<file path="config.mk">
export PLATFORM = sky130hd
export DESIGN_NAME = rwd_top
export DESIGN_NICKNAME = d
export VERILOG_FILES = /design/src/rwd_pkg.sv /design/src/rwd_top.sv /design/src/rwd_sync.sv
export SDC_FILE = /design/constraint.sdc
export NUM_CORES = 1
export LEC_CHECK = 0
export ABC_AREA = 1
export BUFFER_PORTS_ARGS = -buffer_cell sky130_fd_sc_hd__buf_2
export CORE_ASPECT_RATIO = 2
export CORE_MARGIN = 2
export CORE_UTILIZATION = 51
export DETAILED_ROUTE_END_ITERATION = 8
export GPL_TIMING_DRIVEN = 1
export PLACE_DENSITY = 0.76
export REMOVE_ABC_BUFFERS = 1
export SLEW_MARGIN = 20
export SYNTH_ARGS = -nofsm -noshare
export SYNTH_HDL_FRONTEND = slang
export SYNTH_HIERARCHICAL = 1
export SYNTH_SLANG_ARGS = --single-unit
</file>
<file path="constraint.sdc">
create_clock -name MCLK_I -period 3.05 [get_ports MCLK_I]
set_clock_uncertainty 0.1 [all_clocks]
set_input_delay 0.4575 -clock MCLK_I [delete_from_list [all_inputs] [get_ports MCLK_I]]
set_output_delay 0.4575 -clock MCLK_I [all_outputs]
set_load 0.03 [all_outputs]
</file>
<file path="src/rwd_pkg.sv">
package rwd_pkg;
	// ****************************************************
	// clock and timing
	// ****************************************************
	localparam int CLK_HZ = 25_000_000;
	localparam int TOUT_BASE_US = 4100;
	localparam int TOUT_BASE_CYC = TOUT_BASE_US * (CLK_HZ / 1_000_000);
	localparam int CHANGE_WINDOW_CYC = 4;
	localparam logic [2:0] WINDOW_LOAD = 3'(CHANGE_WINDOW_CYC);
	localparam int WDT_BASE_OSC = 2048;
	localparam logic [3:0] WDT_PS_MAX = 4'h9;

	// ****************************************************
	// register map
	// ****************************************************
	localparam logic [11:0] ADDR_RESET_CAUSE = 12'h054;
	localparam logic [11:0] ADDR_WDT_CTRL = 12'h060;

	// reset_cause_register fields
	localparam int CAUSE_POR = 0;
	localparam int CAUSE_EXT = 1;
	localparam int CAUSE_BOD = 2;
	localparam int CAUSE_WDT = 3;
	localparam int CAUSE_TEST = 4;
	localparam int CAUSE_W = 5;
	localparam logic [4:0] CAUSE_RST = 5'h00;

	// watchdog_control_register fields
	localparam int CTRL_IF = 7;
	localparam int CTRL_IE = 6;
	localparam int CTRL_PS3 = 5;
	localparam int CTRL_CE = 4;
	localparam int CTRL_RE = 3;
	localparam int CTRL_PS_LO = 0;
	localparam logic [7:0] CTRL_RST = 8'h00;

	typedef enum logic [1:0] {
		RS_HOLD,
		RS_DELAY,
		RS_RUN
	} rwd_rst_state_t;
endpackage

</file>
<file path="src/rwd_top.sv">
`timescale 1ns/1ps
module rwd_top #(
	parameter int DELAY_BASE_CYC = rwd_pkg::TOUT_BASE_CYC,
	parameter int DLY_W = 24,
	parameter int WDT_BASE = rwd_pkg::WDT_BASE_OSC,
	parameter int WDT_W = 21
) (
	input wire logic MCLK_I,
	input wire logic RST_N_I,
	input wire logic POR_LOW_I,
	input wire logic RESET_PIN_N_I,
	input wire logic BOD_LOW_I,
	input wire logic BOD_ENABLE_I,
	input wire logic TEST_RESET_I,
	input wire logic RESET_PIN_DISABLE_FUSE_I,
	input wire logic WATCHDOG_ALWAYS_ON_FUSE_I,
	input wire logic [1:0] STARTUP_TIME_FUSE_I,
	input wire logic [3:0] CLOCK_SOURCE_FUSE_I,
	input wire logic WDT_OSC_I,
	input wire logic WDT_RESTART_I,
	input wire logic WDT_IRQ_ACK_I,
	input wire logic HSEL_I,
	input wire logic [31:0] HADDR_I,
	input wire logic [1:0] HTRANS_I,
	input wire logic HWRITE_I,
	input wire logic [2:0] HSIZE_I,
	input wire logic [31:0] HWDATA_I,
	input wire logic HREADY_I,
	output logic [31:0] HRDATA_O,
	output logic HREADYOUT_O,
	output logic HRESP_O,
	output logic IO_RESET_N_O,
	output logic SYS_RESET_N_O,
	output logic WDT_IRQ_O,
	output logic WDT_RESET_PULSE_O
);
	import rwd_pkg::*;

	// ****************************************************
	// input synchronisers
	// ****************************************************
	logic [13:0] sync_q;
	wire [13:0] sync_d = {CLOCK_SOURCE_FUSE_I, STARTUP_TIME_FUSE_I, WDT_OSC_I,
		WATCHDOG_ALWAYS_ON_FUSE_I, RESET_PIN_DISABLE_FUSE_I, TEST_RESET_I,
		BOD_ENABLE_I, BOD_LOW_I, RESET_PIN_N_I, POR_LOW_I};

	rwd_sync #(.W(14), .RST_VAL(14'h0002)) u_sync (
		.clk_i(MCLK_I),
		.rst_n_i(RST_N_I),
		.d_i(sync_d),
		.q_o(sync_q)
	);
	wire por_s, pin_n_s, bod_s, bod_en_s, test_s, pin_dis_s, aon_s, osc_s;
	wire [1:0] sut_s;
	wire [3:0] cks_s;
	assign {cks_s, sut_s, osc_s, aon_s, pin_dis_s, test_s, bod_en_s, bod_s, pin_n_s,
		por_s} = sync_q;
	// ****************************************************
	// reset sources
	// ****************************************************
	logic wdt_pulse_ff;
	wire src_por = por_s;
	wire src_ext = !pin_n_s && !pin_dis_s;
	wire src_bod = bod_s && bod_en_s;
	wire src_test = test_s;
	wire src_pins = src_por || src_ext || src_bod || src_test;
	wire src_any = src_pins || wdt_pulse_ff;
	// raw path: ports clear even with the clock stopped
	assign IO_RESET_N_O = !(POR_LOW_I || TEST_RESET_I || wdt_pulse_ff
		|| (!RESET_PIN_N_I && !RESET_PIN_DISABLE_FUSE_I)
		|| (BOD_LOW_I && BOD_ENABLE_I));
	// ****************************************************
	// reset stretch sequencer
	// ****************************************************
	rwd_rst_state_t state_ff, nxt_state;
	logic [DLY_W-1:0] dly_cnt_ff, nxt_dly_cnt;
	logic sys_rst_n_ff;
	wire [2:0] dly_shift = {1'b0, sut_s} + {2'b00, cks_s[0]};
	wire [DLY_W-1:0] dly_target = DLY_W'(DELAY_BASE_CYC) << dly_shift;
	wire in_rst = !sys_rst_n_ff;
	always_comb begin
		nxt_state = state_ff;
		nxt_dly_cnt = dly_cnt_ff;
		case (state_ff)
			RS_HOLD: begin
				nxt_dly_cnt = '0;
				if (!src_any) begin
					nxt_state = RS_DELAY;
				end
			end
			RS_DELAY: begin
				if (src_any) begin
					nxt_state = RS_HOLD;
					nxt_dly_cnt = '0;
				end else if (dly_cnt_ff + 1'b1 >= dly_target) begin
					nxt_state = RS_RUN;
				end else begin
					nxt_dly_cnt = dly_cnt_ff + 1'b1;
				end
			end
			RS_RUN: begin
				if (src_any) begin
					nxt_state = RS_HOLD;
				end
			end
			default: nxt_state = RS_HOLD;
		endcase
	end
	always_ff @(posedge MCLK_I) begin
		if (!RST_N_I) begin
			state_ff <= RS_HOLD;
			dly_cnt_ff <= '0;
			sys_rst_n_ff <= 1'b0;
		end else begin
			state_ff <= nxt_state;
			dly_cnt_ff <= nxt_dly_cnt;
			sys_rst_n_ff <= (nxt_state == RS_RUN);
		end
	end
	assign SYS_RESET_N_O = sys_rst_n_ff;
	// ****************************************************
	// bus slave
	// ****************************************************
	logic [11:0] ap_addr_ff;
	logic wr_ph_ff;
	logic rd_wait_ff;
	logic [31:0] hrdata_ff;
	logic [CAUSE_W-1:0] cause_ff, nxt_cause;
	logic wde_ff, watchdog_interrupt_enable_ff, watchdog_interrupt_flag_ff, watchdog_change_enable_ff;
	logic [3:0] wdp_ff;
	logic [2:0] win_cnt_ff;
	wire take = HSEL_I && HTRANS_I[1] && HREADY_I;
	wire sel_cause = (ap_addr_ff == ADDR_RESET_CAUSE);
	wire sel_ctrl = (ap_addr_ff == ADDR_WDT_CTRL);
	wire wr_cause = wr_ph_ff && sel_cause;
	wire wr_ctrl = wr_ph_ff && sel_ctrl;
	wire [7:0] wd = HWDATA_I[7:0];
	wire eff_wde = wde_ff || cause_ff[CAUSE_WDT] || aon_s;
	wire eff_watchdog_interrupt_enable = watchdog_interrupt_enable_ff && !aon_s;
	wire [7:0] ctrl_view = {watchdog_interrupt_flag_ff, eff_watchdog_interrupt_enable, wdp_ff[3], watchdog_change_enable_ff, eff_wde, wdp_ff[2:0]};
	wire [31:0] rd_val = sel_cause ? {27'h0, cause_ff} :
		sel_ctrl ? {24'h0, ctrl_view} : 32'h0;
	// reads take one wait state so a write just before is seen
	always_ff @(posedge MCLK_I) begin
		if (!RST_N_I) begin
			ap_addr_ff <= 12'h000;
			wr_ph_ff <= 1'b0;
			rd_wait_ff <= 1'b0;
			hrdata_ff <= 32'h0;
		end else begin
			if (HREADY_I) begin
				ap_addr_ff <= HADDR_I[11:0];
				wr_ph_ff <= take && HWRITE_I;
			end
			rd_wait_ff <= take && !HWRITE_I;
			if (rd_wait_ff) begin
				hrdata_ff <= rd_val;
			end
		end
	end
	assign HREADYOUT_O = !rd_wait_ff;
	assign HRESP_O = 1'b0;
	assign HRDATA_O = hrdata_ff;
	// ****************************************************
	// watchdog control register
	// ****************************************************
	logic [WDT_W-1:0] wdt_cnt_ff;
	logic osc_d_ff;
	wire wdt_run = eff_wde || eff_watchdog_interrupt_enable;
	wire tick = osc_s && !osc_d_ff;
	wire [3:0] ps_eff = (wdp_ff > WDT_PS_MAX) ? WDT_PS_MAX : wdp_ff;
	wire [WDT_W:0] wdt_limit = (WDT_W + 1)'(WDT_BASE) << ps_eff;
	wire wdt_hit = tick && wdt_run && ({1'b0, wdt_cnt_ff} == wdt_limit - (WDT_W + 1)'(1));
	wire expire = wdt_hit && !WDT_RESTART_I && !in_rst;
	wire irq_expire = expire && eff_watchdog_interrupt_enable;
	wire rst_expire = expire && eff_wde && !eff_watchdog_interrupt_enable;
	wire ack = WDT_IRQ_ACK_I && !in_rst;
	// unlock needs both bits in one write; ignored while already open
	wire unlock = wr_ctrl && wd[CTRL_CE] && wd[CTRL_RE] && !watchdog_change_enable_ff;
	wire change = wr_ctrl && watchdog_change_enable_ff && !wd[CTRL_CE];
	always_ff @(posedge MCLK_I) begin
		if (!RST_N_I || in_rst) begin
			wde_ff <= CTRL_RST[CTRL_RE];
			watchdog_interrupt_enable_ff <= CTRL_RST[CTRL_IE];
			watchdog_interrupt_flag_ff <= CTRL_RST[CTRL_IF];
			watchdog_change_enable_ff <= CTRL_RST[CTRL_CE];
			wdp_ff <= {CTRL_RST[CTRL_PS3], CTRL_RST[CTRL_PS_LO+2:CTRL_PS_LO]};
			win_cnt_ff <= 3'h0;
		end else begin
			if (change) begin
				wde_ff <= wd[CTRL_RE] || cause_ff[CAUSE_WDT] || aon_s;
				wdp_ff <= {wd[CTRL_PS3], wd[CTRL_PS_LO+2:CTRL_PS_LO]};
			end else if (wr_ctrl && wd[CTRL_RE]) begin
				wde_ff <= 1'b1;
			end
			if ((irq_expire || ack) && eff_wde) begin
				watchdog_interrupt_enable_ff <= 1'b0;
			end else if (wr_ctrl) begin
				watchdog_interrupt_enable_ff <= wd[CTRL_IE];
			end
			if (irq_expire) begin
				watchdog_interrupt_flag_ff <= 1'b1;
			end else if (ack || (wr_ctrl && wd[CTRL_IF])) begin
				watchdog_interrupt_flag_ff <= 1'b0;
			end
			if (unlock) begin
				watchdog_change_enable_ff <= 1'b1;
				win_cnt_ff <= WINDOW_LOAD;
			end else if (change || (watchdog_change_enable_ff && win_cnt_ff == 3'h1)) begin
				watchdog_change_enable_ff <= 1'b0;
				win_cnt_ff <= 3'h0;
			end else if (win_cnt_ff != 3'h0) begin
				win_cnt_ff <= win_cnt_ff - 3'h1;
			end
		end
	end

	// ****************************************************
	// watchdog counter
	// ****************************************************
	// no sleep input: counting never pauses once enabled
	always_ff @(posedge MCLK_I) begin
		if (!RST_N_I) begin
			osc_d_ff <= 1'b0;
			wdt_cnt_ff <= '0;
			wdt_pulse_ff <= 1'b0;
		end else begin
			osc_d_ff <= osc_s;
			wdt_pulse_ff <= rst_expire;
			if (in_rst || WDT_RESTART_I || !wdt_run || wdt_hit) begin
				wdt_cnt_ff <= '0;
			end else if (tick) begin
				wdt_cnt_ff <= wdt_cnt_ff + 1'b1;
			end
		end
	end

	assign WDT_IRQ_O = watchdog_interrupt_flag_ff;
	assign WDT_RESET_PULSE_O = wdt_pulse_ff;

	// ****************************************************
	// reset cause flags
	// ****************************************************
	always_comb begin
		nxt_cause = cause_ff & (wr_cause ? wd[CAUSE_W-1:0] : {CAUSE_W{1'b1}});
		// hardware set wins over a software clear in the same cycle
		nxt_cause[CAUSE_EXT] = nxt_cause[CAUSE_EXT] || src_ext;
		nxt_cause[CAUSE_BOD] = nxt_cause[CAUSE_BOD] || src_bod;
		nxt_cause[CAUSE_WDT] = nxt_cause[CAUSE_WDT] || wdt_pulse_ff;
		nxt_cause[CAUSE_TEST] = nxt_cause[CAUSE_TEST] || src_test;
		if (src_por) begin
			nxt_cause = '0;
			nxt_cause[CAUSE_POR] = 1'b1;
		end
	end

	always_ff @(posedge MCLK_I) begin
		if (!RST_N_I) begin
			cause_ff <= CAUSE_RST;
		end else begin
			cause_ff <= nxt_cause;
		end
	end
endmodule // rwd_top

</file>
<file path="src/rwd_sync.sv">
`timescale 1ns/1ps
module rwd_sync #(
	parameter int W = 1,
	parameter logic [W-1:0] RST_VAL = '0
) (
	input wire logic clk_i,
	input wire logic rst_n_i,
	input wire logic [W-1:0] d_i,
	output logic [W-1:0] q_o
);
	logic [W-1:0] meta_ff;
	logic [W-1:0] q_ff;

	// first stage feeds only the second
	always_ff @(posedge clk_i) begin
		if (!rst_n_i) begin
			meta_ff <= RST_VAL;
			q_ff <= RST_VAL;
		end else begin
			meta_ff <= d_i;
			q_ff <= meta_ff;
		end
	end

	assign q_o = q_ff;
endmodule // rwd_sync

</file>
* After elaboration in Yosys (flattened, before gate mapping)
Index checks and enable logic that the tools add are counted.
** Word-level totals
- Register bits :: 134
- Memory bits (read-only) :: 0
- Output and inout bits :: 38
- Latch bits :: 0
- Memories kept :: 0
- Bits in writable memories :: 0
** Operators by class
- Add/subtract/negate cells :: 5
- $lt $le $gt $ge :: 2
- Reductions and logical operators :: 81
- Multiply operators :: 0
- Multiplexer cells :: 22
- Equal/unequal tests :: 8
- Bitwise gates (word level) :: 2
- Divide/modulo/power cells :: 0
- Shift-type cells :: 2
** Operators with widths (count)
- $mux 24 :: 2
- $pmux 24 s2 :: 1
- $logic_and 1x1->1 :: 29
- $add 24x1->24 const B :: 1
- $eq 12x7->1 const B :: 2
- $ge 24x24->1 :: 1
- $logic_or 1x1->1 :: 24
- $shl 17x3->24 const A :: 1
- $eq 21x22->1 :: 1
- $shl 12x4->22 const A :: 1
- $sub 22x1->22 const B :: 1
- $add 21x1->21 const B :: 1
- $logic_not 1->1 :: 16
- $mux 8 :: 2
- $mux 3 :: 3
- $mux 2 :: 4
- $reduce_bool 2->1 :: 4
- $mux 1 :: 7
- $pmux 2 s3 :: 1
- $reduce_bool 3->1 :: 2
- $reduce_or 2->1 :: 3
- $and 5x5->5 :: 1
- $mux 5 :: 1
- $eq 2x2->1 const B :: 2
- other kinds (11) :: 11

* Logic depth before layout (Yosys ltp)
- Depth after elaboration :: 12
- Depth in mapped cells :: 22
- Depth with buffers taken out :: 21

* Modules after synthesis
The synthesis kept the hierarchy.
** By module, submodules not included
- rwd_top :: times used 1, area each 5743.0 um^2, cells each 842
- rwd_sync :: times used 1, area each 817.0 um^2, cells each 87

* Worst setup path before layout
No wires, ideal clock.
- Path kind :: register to register
- Start point :: register u_sync.q_ff[8], in the netlist u_sync/q_o[8]
- End point :: register dly_cnt_ff[11]
- Arrival time :: 2.824 ns
- Slack :: 0.010 ns
- Stages on the path, launching flop included :: 19
- Setup time :: 0.116 ns
- Path through :: dfxtp_1 -> ha_1 -> ha_1 -> inv_1 -> ha_1 -> or2_2 -> ha_1 -> nand2_1 -> nor2_1 -> nand4_1 -> nor2_1 -> nand2_1 -> nand3_1 -> nand2_2 -> nand2_4 -> inv_1 -> buf_4 -> nor2_1 -> nor2_1
** On the way
- Word-level cells in the longest chain between the ends :: 5
** RTL lines
- start, declared :: RTL line rwd_sync.sv:12 : logic [W-1:0] q_ff;
- start signal, assigned :: RTL line rwd_sync.sv:21 : q_ff <= meta_ff;
- $add 2x1->3 :: RTL line rwd_top.sv:78 : wire [2:0] dly_shift = {1'b0, sut_s} + {2'b00, cks_s[0]};
- $shl 17x3->24 :: RTL line rwd_top.sv:79 : wire [DLY_W-1:0] dly_target = DLY_W'(DELAY_BASE_CYC) << dly_shift;
- $ge 24x24->1 :: RTL line rwd_top.sv:95 : end else if (dly_cnt_ff + 1'b1 >= dly_target) begin
- $ne 3x3->1 (no source line)
- $reduce_and 2->1 (no source line)
- end signal, assigned :: RTL line rwd_top.sv:116 : dly_cnt_ff <= nxt_dly_cnt;
- end, declared :: RTL line rwd_top.sv:76 : logic [DLY_W-1:0] dly_cnt_ff, nxt_dly_cnt;
No other way between the ends.
A chain may end at the register's enable or synchronous reset.

* Worst setup path after layout
- Start point :: register dly_cnt_ff[17]
- End point :: register dly_cnt_ff[14]
** On the way
- Word-level cells in the longest chain between the ends :: 4
** RTL lines (RTL line)
- $add 24x1->24 :: rwd_top.sv:95
- $ge 24x24->1 :: rwd_top.sv:95
- $ne 3x3->1 (no source line)
- $reduce_and 2->1 (no source line)
No other way between the ends.

==> results.sh <==
export IMPL_outcome="complete, but fails checks"
export IMPL_violations="negative setup slack"
export IMPL_nets=1142
export IMPL_area_growth_pct=24.7
export IMPL_die_x_um=83.2
export IMPL_drv_cap=0
export IMPL_htreeDepth=3
export IMPL_numPortBuffers=51
export IMPL_grt_start_max_net_pins=29
export IMPL_routed_wl_um=17500
export IMPL_clock_root_buffer="clkbuf_16"
export IMPL_worstHoldPathType="input port to register"
export IMPL_swShare_pct=35.7
export IMPL_cts_buffer_depth=2
export IMPL_crit_type="register to register"
export IMPL_cts_hold_buf=0
export IMPL_finalWorstSetupSlack_ns=-0.0320
export IMPL_grt_pass1_vias=6038
export IMPL_clkLatencyLatePin_ns=0.35
export IMPL_hpwl_um=12500
export IMPL_start_util_pct=52.4
export IMPL_syn_area_sq_mm=0.00639
export IMPL_dieArea_sq_mm=0.0135
export IMPL_fin_crit_ns=3.08
export IMPL_tightest_slew_ns=0.749
export IMPL_fin_util_pct=65.4
export IMPL_pin_count=128
export IMPL_finalInstanceArea_sq_mm=0.00797
export IMPL_seqPwrFrac_pct=37.9
export IMPL_yosysWarnings=6
export IMPL_track_usage_pct=24.0
export IMPL_vias=6277
export IMPL_overflow=0
export IMPL_clk_pin_slew_ns=0.08
export IMPL_finalCritPeriodShare_pct=101
export IMPL_cts_tree="built"
export IMPL_p_int_mw=2.80
export IMPL_postRouteAntennaNets=0
export IMPL_core_region_area_sq_mm=0.0122
export IMPL_irDropWorstVdd_mv=0.349
export IMPL_cts_buffers_inserted=9
export IMPL_viasPerCell=5.37
export IMPL_max_freq_ghz=0.324
export IMPL_initialDrtViolationCount=341
export IMPL_finalSetupViolCount=5
export IMPL_syn_area_per_cell_sq_um=7.02
export IMPL_pre_cts_slack_ns=-0.121
export IMPL_hold_violations=0
export IMPL_power_density_mw_per_mm2=546
export IMPL_worstPathMaxFanout=6
export IMPL_wl_per_cell_um=15.0
export IMPL_grt_pass1_wl_um=26300
export IMPL_gp_congestion=0.924
export IMPL_rows=57
export IMPL_final_max_slew_viol_count=0
export IMPL_diodes=0
export IMPL_rsz0062_at_grt="yes"
export IMPL_leakagePower_nw=3.61
export IMPL_dieHeight_um=162
export IMPL_postSynthCellCount=911
export IMPL_critPathCaptureType="register"
export IMPL_pwr_share_clk_pct=27.0
export IMPL_relSlewSlack_pct=49.6
export IMPL_worst_setup_path_start_kind="register"
export IMPL_p_comb_share_pct=35.1
export IMPL_post_dp_cell_area_sq_mm=0.00697
export IMPL_drive_gt1_share_pct=25.8
export IMPL_antenna_found_initial=0
export IMPL_critPathRequiredTime_ns=3.24
export IMPL_clock_sinks=110
export IMPL_cp_arrival_ns=3.27
export IMPL_firstDrtPassIters=4
export IMPL_switchingPower_mw=1.55
export IMPL_drc=0
==> routing by layer <==
metal  wire length, um  up-vias  global-route usage, %
met3               614       96                   2.99
met5                 0        -                      0
li1                  -     3076                      -
met4              1340        0                   17.7
met2              9570      209                   47.3
met1              5970     2896                   21.8
==> layout by cell type (no fill, tap or decap), types with 5 or more instances in the layout <==
master       n
nor2_4      13
inv_1      117
nor2_1     108
inv_2        7
conb_1      25
buf_2       51
nand4_1     23
nor3_2       6
nand2_2     14
ha_1        23
o21ai_1      5
a21oi_2     17
ha_4        11
dfxtp_2     14
nand3_2      6
a21oi_1     34
nand2_1    180
dfxtp_1     93
xor2_1      23
buf_4       56
nand3_1     49
nor3_1      11
nor4_1       5
nor2_2      12
clkbuf_16   12
o21ai_0     35
==> sequential cells by signal, indices dropped and copies added (netlist names), 2 cells and up <==
| name | flops |
|---|---|
| wdt_cnt_ff | 21 |
| wdp_ff | 4 |
| u_sync/q_o | 11 |
| ap_addr_ff | 12 |
| u_sync/meta_ff | 11 |
| HRDATA_O | 8 |
| state_ff | 2 |
| cause_ff | 5 |
| dly_cnt_ff | 24 |
| win_cnt_ff | 3 |
==> power by group through the flow <==
stage / logic [mW] / clock network (mW) / registers [mW]
after CTS: 1.05 / 1.19 / 1.63
after global placement: 0.962 / 0 / 1.65
after global routing: 1.64 / 1.25 / 1.66
final: 1.53 / 1.17 / 1.65
after detailed placement: 0.986 / 0 / 1.66
after floorplan: 0.594 / 0 / 1.65
==> worst paths after layout <==
check | to | from | depth (start not counted) | slack, ns
setup / recovery | dly_cnt_ff[14] | dly_cnt_ff[17] | 17 | -0.03
hold reg to reg | u_sync/q_o[1] | u_sync/meta_ff[1] | 2 | 0.31
setup reg to reg | dly_cnt_ff[14] | dly_cnt_ff[17] | 17 | -0.03
hold / removal | rd_wait_ff | HWRITE_I | 2 | 0.18
==> through the flow <==
| step | TNS, ns | hold slack (ns) | total power, mW | std cells |
|---|---|---|---|---|
| 2_1_floorplan | -0.565 | 0.280 | 2.24 | 891 |
| 3_3_place_gp | -1.62 | 0.281 | 2.62 | 1138 |
| 3_5_place_dp | -2.34 | 0.291 | 2.64 | 1138 |
| 4_1_cts | 0 | 0.172 | 3.86 | 1154 |
| 5_1_grt | -2.34 | 0.161 | 4.55 | 1169 |
| 6_report | -0.0549 | 0.176 | 4.35 | 1169 |
==> what timing repair did <==
action / 4_1_cts / 5_1_grt
setup buffers: 0 / 12
resized for setup: 22 / 114
pin swaps: 7 / 31
gates cloned: 0 / 3
endpoints found under the setup margin: 24 / 26
==> worst max-delay path, cell delays in order (launching register included) <==
cell and delay (ns):
dfxtp_2 0.36, nand4_1 0.18, nor4_2 0.38, nand3b_1 0.19
xor2_1 0.25, inv_1 0.11, ha_4 0.25, nand2_4 0.06
nor2_4 0.04, buf_4 0.13, a21oi_4 0.19, nand3_4 0.12
nand2_4 0.10, nand2_8 0.11, buf_8 0.18, nand2_1 0.07
nand2_1 0.07, nor2_1 0.11
==> area by class of cell <==
cell class / instances / area, sq um
clock buffers: 9 / 225
clock inverters: 7 / 72.6
fillers: 1010 / 4220
inverters: 127 / 487
multi-input cells: 654 / 3940
flip-flops and latches: 110 / 2230
well taps: 147 / 184
repair buffers: 115 / 828
(Power assumes the default switching activity.)
